--- config.mk ---
export PLATFORM = sky130hd
export DESIGN_NAME = vdim_top
export DESIGN_NICKNAME = d
export VERILOG_FILES = /design/src/rtl/vdim_pkg.sv /design/src/rtl/vdim_top.sv /design/src/rtl/vdim_dup_check.sv
export SDC_FILE = /design/constraint.sdc
export NUM_CORES = 1
export LEC_CHECK = 0
export BUFFER_PORTS_ARGS = -buffer_cell sky130_fd_sc_hd__buf_2
export CORE_UTILIZATION = 40
export DETAILED_ROUTE_END_ITERATION = 10
export SYNTH_ARGS = -nofsm -noshare
export SYNTH_HDL_FRONTEND = slang
export SYNTH_SLANG_ARGS = --single-unit
--- constraint.sdc ---
create_clock -name MCLK_I -period 2.1 [get_ports MCLK_I]
set_input_delay 0.63 -clock MCLK_I [delete_from_list [all_inputs] [get_ports MCLK_I]]
set_output_delay 0.63 -clock MCLK_I [all_outputs]
set_load 0.05 [all_outputs]
--- src/rtl/vdim_pkg.sv ---
// Package: register map, field layout and reset values of the virtual input mux
package vdim_pkg;

	localparam int          VDIM_ADDR_W      = 8;
	localparam int          VDIM_DATA_W      = 32;
	localparam int          VDIM_MAX_CH      = 8;
	localparam int          VDIM_FUNC_W      = 8;

	// Byte offsets: level registers, source selects, function codes, status
	localparam logic [7:0]  VDIM_LEVEL_BASE  = 8'h00;
	localparam logic [7:0]  VDIM_SEL_BASE    = 8'h20;
	localparam logic [7:0]  VDIM_FUNC_BASE   = 8'h40;
	localparam logic [7:0]  VDIM_STATUS      = 8'h60;
	localparam logic [7:0]  VDIM_INPUTS      = 8'h64;
	localparam logic [7:0]  VDIM_CHAN_STRIDE = 8'h04;

	// Status field positions
	localparam int          VDIM_ST_DUP_BIT  = 0;
	localparam int          VDIM_ST_NCH_LSB  = 8;

	// Reset values
	localparam logic        VDIM_LEVEL_RST   = 1'h0;
	localparam logic        VDIM_SEL_RST     = 1'h0;
	localparam logic [7:0]  VDIM_FUNC_RST    = 8'h00;

	// Source select encoding
	localparam logic        VDIM_SRC_HW      = 1'h0;
	localparam logic        VDIM_SRC_VIRTUAL = 1'h1;

	// Level encoding
	localparam logic        VDIM_LVL_LOW     = 1'h0;
	localparam logic        VDIM_LVL_HIGH    = 1'h1;

endpackage

--- src/rtl/vdim_top.sv ---
// Virtual digital input mux: level registers, source selects, duplicate alarm
//
// Function
// - Channel 1 select of 1 takes its level from virtual level register 1.
// - Virtual level register value 0 means low, 1 means high.
// - Channels 2 to 8 each own a select and level register, same substitution.
// - Alarm whenever two virtual inputs share the same non-zero function code.
// - Each virtual input carries any assignable function, as a hardware terminal.
// - Four-terminal variant omits virtual channels 5 to 8 and their registers.
`timescale 1ns/10ps
`default_nettype none
module vdim_top
	import vdim_pkg::*;
#(
	parameter int NCH    = VDIM_MAX_CH,
	parameter int FUNC_W = VDIM_FUNC_W
) (
	input  wire logic                   MCLK_I,
	input  wire logic                   SRST_I,
	input  wire logic [VDIM_ADDR_W-1:0] ADDR_I,
	input  wire logic [VDIM_DATA_W-1:0] WDATA_I,
	input  wire logic                   WR_I,
	input  wire logic                   RD_I,
	output logic      [VDIM_DATA_W-1:0] RDATA_O,
	input  wire logic [NCH-1:0]         HW_TERM_I,
	output logic      [NCH-1:0]         DI_CHAN_O,
	output logic      [NCH*FUNC_W-1:0]  DI_FUNC_O,
	output logic                        DUP_ALARM_O
);

	// Register offset of a channel within a bank
	function automatic logic [VDIM_ADDR_W-1:0] chan_addr(
		input logic [7:0] base,
		input int         ch
	);
		chan_addr = base + 8'(ch * int'(VDIM_CHAN_STRIDE));
	endfunction

	logic [NCH-1:0]        level;
	logic [NCH-1:0]        src_sel;
	logic [NCH*FUNC_W-1:0] func;
	logic [NCH-1:0]        hw_meta;
	logic [NCH-1:0]        hw_sync;
	logic [NCH-1:0]        next_chan;
	logic                  dup_now;
	logic [NCH-1:0]        hit_level;
	logic [NCH-1:0]        hit_sel;
	logic [NCH-1:0]        hit_func;
	logic [VDIM_DATA_W-1:0] next_rdata;
	logic [VDIM_DATA_W-1:0] rd_chan;
	wire                   hit_status = (ADDR_I == VDIM_STATUS);
	wire                   hit_inputs = (ADDR_I == VDIM_INPUTS);

	// Terminals arrive from pins; two flops before any use
	always_ff @(posedge MCLK_I) begin
		if (SRST_I) begin
			hw_meta <= '0;
			hw_sync <= '0;
		end else begin
			hw_meta <= HW_TERM_I;
			hw_sync <= hw_meta;
		end
	end

	// Per-channel registers; NCH of 4 simply builds no channels 5 to 8
	genvar c;
	generate
		for (c = 0; c < NCH; c++) begin : g_ch
			assign hit_level[c] = (ADDR_I == chan_addr(VDIM_LEVEL_BASE, c));
			assign hit_sel[c]   = (ADDR_I == chan_addr(VDIM_SEL_BASE, c));
			assign hit_func[c]  = (ADDR_I == chan_addr(VDIM_FUNC_BASE, c));

			always_ff @(posedge MCLK_I) begin
				if (SRST_I) begin
					level[c]                   <= VDIM_LEVEL_RST;
					src_sel[c]                 <= VDIM_SEL_RST;
					func[c*FUNC_W +: FUNC_W]   <= VDIM_FUNC_RST;
				end else if (WR_I) begin
					if (hit_level[c])
						level[c] <= WDATA_I[0];
					if (hit_sel[c])
						src_sel[c] <= WDATA_I[0];
					if (hit_func[c])
						func[c*FUNC_W +: FUNC_W] <= WDATA_I[FUNC_W-1:0];
				end
			end

			// Virtual level replaces the terminal only when selected
			assign next_chan[c] = (src_sel[c] == VDIM_SRC_VIRTUAL) ? level[c]
			                                                       : hw_sync[c];
		end
	endgenerate

	// Duplicate check over the function codes; one code per channel
	vdim_dup_check #(
		.NCH    (NCH),
		.FUNC_W (FUNC_W)
	) u_dup (
		.func_i (func),
		.dup_o  (dup_now)
	);

	// Read mux: one-hot per bank, low bits only, upper bits zero
	always_comb begin
		rd_chan = '0;
		for (int i = 0; i < NCH; i++) begin
			if (hit_level[i])
				rd_chan = rd_chan | VDIM_DATA_W'(level[i]);
			if (hit_sel[i])
				rd_chan = rd_chan | VDIM_DATA_W'(src_sel[i]);
			if (hit_func[i])
				rd_chan = rd_chan | VDIM_DATA_W'(func[i*FUNC_W +: FUNC_W]);
		end
	end

	assign next_rdata = hit_status ? (VDIM_DATA_W'(dup_now) << VDIM_ST_DUP_BIT) |
	                                 (VDIM_DATA_W'(NCH) << VDIM_ST_NCH_LSB)
	                  : hit_inputs ? VDIM_DATA_W'(DI_CHAN_O)
	                  : rd_chan; // Unmapped addresses read zero

	// Read data stands only in the cycle after the strobe
	always_ff @(posedge MCLK_I) begin
		if (SRST_I)
			RDATA_O <= '0;
		else if (RD_I)
			RDATA_O <= next_rdata;
		else
			RDATA_O <= '0;
	end

	// Outputs registered; alarm is a level that follows the configuration
	always_ff @(posedge MCLK_I) begin
		if (SRST_I) begin
			DI_CHAN_O   <= '0;
			DI_FUNC_O   <= '0;
			DUP_ALARM_O <= 1'b0;
		end else begin
			DI_CHAN_O   <= next_chan;
			DI_FUNC_O   <= func;
			DUP_ALARM_O <= dup_now;
		end
	end

endmodule // vdim_top
`default_nettype wire

--- src/rtl/vdim_dup_check.sv ---
// Duplicate non-zero function code detector over all virtual inputs
`timescale 1ns/10ps
`default_nettype none
module vdim_dup_check
	import vdim_pkg::*;
#(
	parameter int NCH    = 8,
	parameter int FUNC_W = 8
) (
	input  wire logic [NCH*FUNC_W-1:0] func_i,
	output logic                       dup_o
);

	logic [NCH*NCH-1:0] pair_hit;

	// Every unordered pair compared; zero means unassigned and never clashes
	genvar a, b;
	generate
		for (a = 0; a < NCH; a++) begin : g_a
			for (b = 0; b < NCH; b++) begin : g_b
				if (b > a) begin : g_cmp
					assign pair_hit[a*NCH+b] =
						(func_i[a*FUNC_W +: FUNC_W] != '0) &&
						(func_i[a*FUNC_W +: FUNC_W] == func_i[b*FUNC_W +: FUNC_W]);
				end else begin : g_none
					assign pair_hit[a*NCH+b] = 1'b0;
				end
			end
		end
	endgenerate

	assign dup_o = |pair_hit;

endmodule // vdim_dup_check
`default_nettype wire

==> metrics.txt <==
# TYPE chip_impl_metric gauge
chip_impl_info{name="synthFlopType",value="sky130_fd_sc_hd__dfxtp_1"} 1
chip_impl_metric{name="io_buffer_count",unit=""} 109
chip_impl_info{name="synth_top_cells_by_area",value="sky130_fd_sc_hd__dfxtp_1 37%, sky130_fd_sc_hd__xnor2_1 15%, sky130_fd_sc_hd__buf_4 6.0%"} 1
chip_impl_metric{name="grt-ovfl-total",unit=""} 0
chip_impl_metric{name="first_pass_iters",unit=""} 7
chip_impl_info{name="library_cell_appearing_most_often_on_the_critical_path",value="sky130_fd_sc_hd__buf_4"} 1
chip_impl_metric{name="final_cells",unit=""} 1653
chip_impl_metric{name="syn_area_per_cell",unit="um^2"} 8.703
chip_impl_metric{name="area.sequential",unit="um^2"} 3606
chip_impl_metric{name="postRouteWirelength",unit="mm"} 32.35
chip_impl_metric{name="antenna_cells",unit=""} 0
chip_impl_info{name="cpMaxStageDelayCell",value="sky130_fd_sc_hd__dfxtp_1"} 1
chip_impl_metric{name="die_h",unit="um"} 157.3
chip_impl_metric{name="fin_worst_skew",unit="ns"} 0.01101
chip_impl_metric{name="ys_async_sr_fraction",unit="%"} 0
chip_impl_metric{name="power.total",unit="mW"} 6.967
chip_impl_metric{name="clk-insertion-delay-late",unit="ns"} 0.44
chip_impl_metric{name="netlist-cell-type-count",unit=""} 49
chip_impl_metric{name="netlist_instances",unit=""} 1109
chip_impl_metric{name="cts_buffers",unit=""} 17
chip_impl_info{name="rsz0062_at_grt",value="yes"} 1
chip_impl_info{name="r2r_start",value="func[60]"} 1
chip_impl_metric{name="cellPowerDensity",unit="nW/um^2"} 564.8
chip_impl_metric{name="final_standard_cell_area_without_fillers",unit="um^2"} 12330
chip_impl_metric{name="total_placed_cells_including_tap_cells",unit=""} 1619
chip_impl_info{name="cell_type_contributing_the_most_total_cell_area_after_synthesis",value="sky130_fd_sc_hd__dfxtp_1"} 1
chip_impl_metric{name="grt_max_degree",unit=""} 170
chip_impl_metric{name="die-area",unit="um^2"} 24750
chip_impl_metric{name="multi_input_area",unit="um^2"} 5291
chip_impl_metric{name="slew_violations",unit=""} 0
chip_impl_info{name="crit_end",value="DUP_ALARM_O"} 1
chip_impl_metric{name="initial_antenna_violation_count",unit=""} 0
chip_impl_info{name="critPathLaunch",value="func[60]"} 1
chip_impl_metric{name="timing.reg2reg.worst_path_depth",unit=""} 8
chip_impl_metric{name="die_width",unit="um"} 157.3
chip_impl_metric{name="leakage_dissipation",unit="nW"} 5.236
chip_impl_info{name="cts_tree",value="done"} 1
chip_impl_metric{name="layout.nets",unit=""} 1373
chip_impl_info{name="outcome",value="finished clean"} 1
chip_impl_metric{name="fmaxAchievable",unit="MHz"} 478.5
chip_impl_metric{name="worstPathRequired",unit="ns"} 2.40
chip_impl_metric{name="layout-drive-gt1-share",unit="%"} 29.61
chip_impl_info{name="reg2reg_to",value="DUP_ALARM_O"} 1
chip_impl_metric{name="timing.critical_path.fanout_max",unit=""} 6
chip_impl_metric{name="final_util",unit="%"} 52.39
chip_impl_info{name="worstSetupPathType",value="flop to flop"} 1
chip_impl_metric{name="clkSinkCount",unit=""} 178
chip_impl_metric{name="fin_hold_viols",unit=""} 0
chip_impl_metric{name="hold_crit_depth",unit=""} 2
chip_impl_metric{name="drt_iter0_drc",unit=""} 817
chip_impl_metric{name="via_count_of_the_first_global_routing_pass",unit=""} 8055
chip_impl_metric{name="timing.slew.headroom",unit="%"} 46.51
chip_impl_metric{name="layout_min_cycle_time",unit="ns"} 2.090
chip_impl_metric{name="clock_path_buffers",unit=""} 2
chip_impl_metric{name="setup-violations-final",unit=""} 0
chip_impl_metric{name="vias",unit=""} 8820
chip_impl_metric{name="layout_worst_path_cycle_share",unit="%"} 99.52
chip_impl_metric{name="synth_area",unit="um^2"} 9652
chip_impl_metric{name="yosysSeqAreaShare",unit="%"} 36.92
chip_impl_info{name="cts_root_buffer",value="sky130_fd_sc_hd__clkbuf_16"} 1
chip_impl_metric{name="grt_pass1_wl",unit="mm"} 48.82
chip_impl_metric{name="clk_pin_slew_worst_paths",unit="ns"} 0.07
chip_impl_metric{name="dpl-instance-area",unit="um^2"} 11660
chip_impl_metric{name="synth_top_cell_area_share",unit="%"} 36.92
chip_impl_metric{name="gp_congestion",unit=""} 0.9856
chip_impl_metric{name="worst-endpoint-arrival",unit="ns"} 2.39
chip_impl_metric{name="synth-edff-count",unit=""} 0
chip_impl_metric{name="cts_max_level",unit=""} 4
chip_impl_info{name="timing.critical_path.to_type",value="flop"} 1
chip_impl_info{name="min-delay-path-class",value="input pin to flop"} 1
chip_impl_metric{name="final.hold.worst_slack",unit="ns"} 0.3933
chip_impl_metric{name="r2r_setup_slack",unit="ns"} 0.01
chip_impl_metric{name="start_util",unit="%"} 41.00
chip_impl_metric{name="area.growth.synth_to_final",unit="%"} 27.79
chip_impl_metric{name="crit_path_max_incr_delay",unit="ns"} 0.56
chip_impl_metric{name="place_hpwl",unit="mm"} 23.08
chip_impl_metric{name="placement_row_count",unit=""} 56
chip_impl_info{name="yosys-top-cells-count",value="178 x sky130_fd_sc_hd__dfxtp_1, 160 x sky130_fd_sc_hd__xnor2_1, 103 x sky130_fd_sc_hd__nand2_1, 80 x sky130_fd_sc_hd__a21oi_1, 79 x sky130_fd_sc_hd__nor2b_1"} 1
chip_impl_metric{name="drc_viols",unit=""} 0
chip_impl_metric{name="core_area",unit="um^2"} 23540
chip_impl_metric{name="fillerInstances",unit=""} 2251
chip_impl_metric{name="postSynthRegisterBits",unit=""} 178
chip_impl_metric{name="cap_viol_max_count",unit=""} 0
chip_impl_metric{name="ys_warn_count",unit=""} 0
chip_impl_info{name="worstPathCellList",value="buf_4 > xor2_1 > nor4_2 > a21oi_1 > nand4_1 > a2111oi_4 > buf_4 > nor2_1"} 1
chip_impl_metric{name="global_route_usage_over_all_layers",unit="%"} 26.53
chip_impl_info{name="timing.critical_path.from_type",value="flop"} 1
chip_impl_metric{name="worst_slew_pin_slew",unit="ns"} 0.8024
chip_impl_metric{name="drt-wirelength-per-cell",unit="um"} 19.57
chip_impl_metric{name="postRouteAntennaNets",unit=""} 0
chip_impl_info{name="yosysMostFrequentCell",value="sky130_fd_sc_hd__dfxtp_1"} 1
chip_impl_metric{name="ctsHoldBuffers",unit=""} 0
chip_impl_metric{name="io_pins",unit=""} 157
chip_impl_metric{name="worst_ir_drop_vdd",unit="V"} 0.0004095
chip_impl_metric{name="routed_via_density",unit=""} 5.336
-- what timing repair did --
item,in CTS,in global routing
buffers inserted,0,2
setup endpoints to repair,2,9
pin swaps,3,5
gates resized for setup,27,14
-- placed cells by master, fill, tap and decap left out, types with 2 or more instances in the layout --
cell type / Yosys / routed
sky130_fd_sc_hd__clkbuf_1: 34 / 2
sky130_fd_sc_hd__nor2_1: 47 / 47
sky130_fd_sc_hd__nor2_2: 3 / 3
sky130_fd_sc_hd__inv_6: 0 / 3
sky130_fd_sc_hd__nor2b_1: 79 / 79
sky130_fd_sc_hd__mux2i_1: 16 / 16
sky130_fd_sc_hd__nand2b_1: 4 / 4
sky130_fd_sc_hd__or4_1: 2 / 2
sky130_fd_sc_hd__nor2_8: 2 / 2
sky130_fd_sc_hd__buf_12: 0 / 29
sky130_fd_sc_hd__dfxtp_4: 0 / 2
sky130_fd_sc_hd__clkbuf_16: 0 / 17
sky130_fd_sc_hd__nor4_2: 2 / 3
sky130_fd_sc_hd__a22oi_1: 14 / 13
sky130_fd_sc_hd__a31oi_1: 8 / 8
sky130_fd_sc_hd__buf_4: 77 / 176
sky130_fd_sc_hd__a221oi_1: 8 / 8
sky130_fd_sc_hd__a21oi_1: 80 / 80
sky130_fd_sc_hd__a211oi_1: 2 / 2
sky130_fd_sc_hd__clkinvlp_4: 0 / 2
sky130_fd_sc_hd__nand2_1: 103 / 103
sky130_fd_sc_hd__nand3_1: 73 / 73
sky130_fd_sc_hd__nor4_1: 27 / 25
sky130_fd_sc_hd__xor2_1: 63 / 63
sky130_fd_sc_hd__conb_1: 1 / 23
sky130_fd_sc_hd__clkinv_4: 0 / 4
sky130_fd_sc_hd__a222oi_1: 8 / 8
sky130_fd_sc_hd__inv_1: 4 / 4
sky130_fd_sc_hd__nand4_1: 42 / 42
sky130_fd_sc_hd__dfxtp_2: 0 / 28
sky130_fd_sc_hd__nor2_4: 2 / 2
sky130_fd_sc_hd__dfxtp_1: 178 / 148
sky130_fd_sc_hd__a22o_1: 9 / 9
sky130_fd_sc_hd__o22ai_1: 2 / 2
sky130_fd_sc_hd__buf_2: 15 / 108
sky130_fd_sc_hd__nor3_1: 4 / 3
sky130_fd_sc_hd__and2_1: 4 / 4
sky130_fd_sc_hd__o21ai_0: 3 / 3
sky130_fd_sc_hd__xnor2_1: 160 / 160
-- per-layer routing --
metal  GRT usage, %  wire length, um  up-vias
li1               -                -     4106
met1          36.10            13900     4192
met2          40.98            14450      454
met3          5.176             3052       68
met4          10.54              948        0
met5              0                0        -
-- flip-flops by register name, indices dropped and copies added, names as in the netlist --
signal / count
DI_CHAN_O: 8
DI_FUNC_O: 64
DUP_ALARM_O: 1
RDATA_O: 9
func: 64
hw_meta: 8
hw_sync: 8
level: 8
src_sel: 8
-- area by class of cell --
cell class                 count  area share, %
inverter                       4         0.1217
multi-input combinational    806          42.90
clock buffer                  20          3.621
sequential                   178          29.24
timing repair buffer         314          19.89
tap                          319          3.236
clock inverter                12         0.9941
-- through the flow --
stage | setup TNS, ns | setup WS, ns
final | 0 | 0.01016
after detailed placement | -13.33 | -0.2935
after floorplan | 0 | 0.1068
after global placement | -11.45 | -0.2641
after global routing | -0.1959 | -0.09963
after CTS | 0 | 0.01290
-- power by group --
group          total [mW]  switching, mW  leakage, nW  internal (mW)
Combinational       0.420          0.317         3.51          0.104
Sequential           3.41         0.0143         1.45           3.39
Clock                3.14           1.45        0.273           1.69
Total                6.97           1.78         5.24           5.19
-- cells by family after synthesis --
logic type,count (synthesis),share of synthesized area [%]
other,1,0.03885
AOI/OAI and AO/OA,142,9.502
muxes,17,1.776
DFF,178,36.92
buffers and inverters,147,9.606
and+or+nand+nor,401,21.92
xor gates and xnor gates,223,20.24
-- worst min path at each step --
stage,startpoint,endpoint
6_report,HW_TERM_I[4],hw_meta[4]
5_1_grt,HW_TERM_I[3],hw_meta[3]
4_1_cts,HW_TERM_I[4],hw_meta[4]
3_5_place_dp,hw_meta[5],hw_sync[5]
3_3_place_gp,hw_meta[1],hw_sync[1]
2_1_floorplan,hw_meta[0],hw_sync[0]
-- critical path: cells and delay by family, from the launching register on --
kind / cells / cell delay [ns]
flops: 1 / 0.56
simple gates: 3 / 0.32
compound gates: 2 / 0.52
xor+xnor: 1 / 0.18
buf+inv: 2 / 0.38
Power figures use the tool's default switching activity.
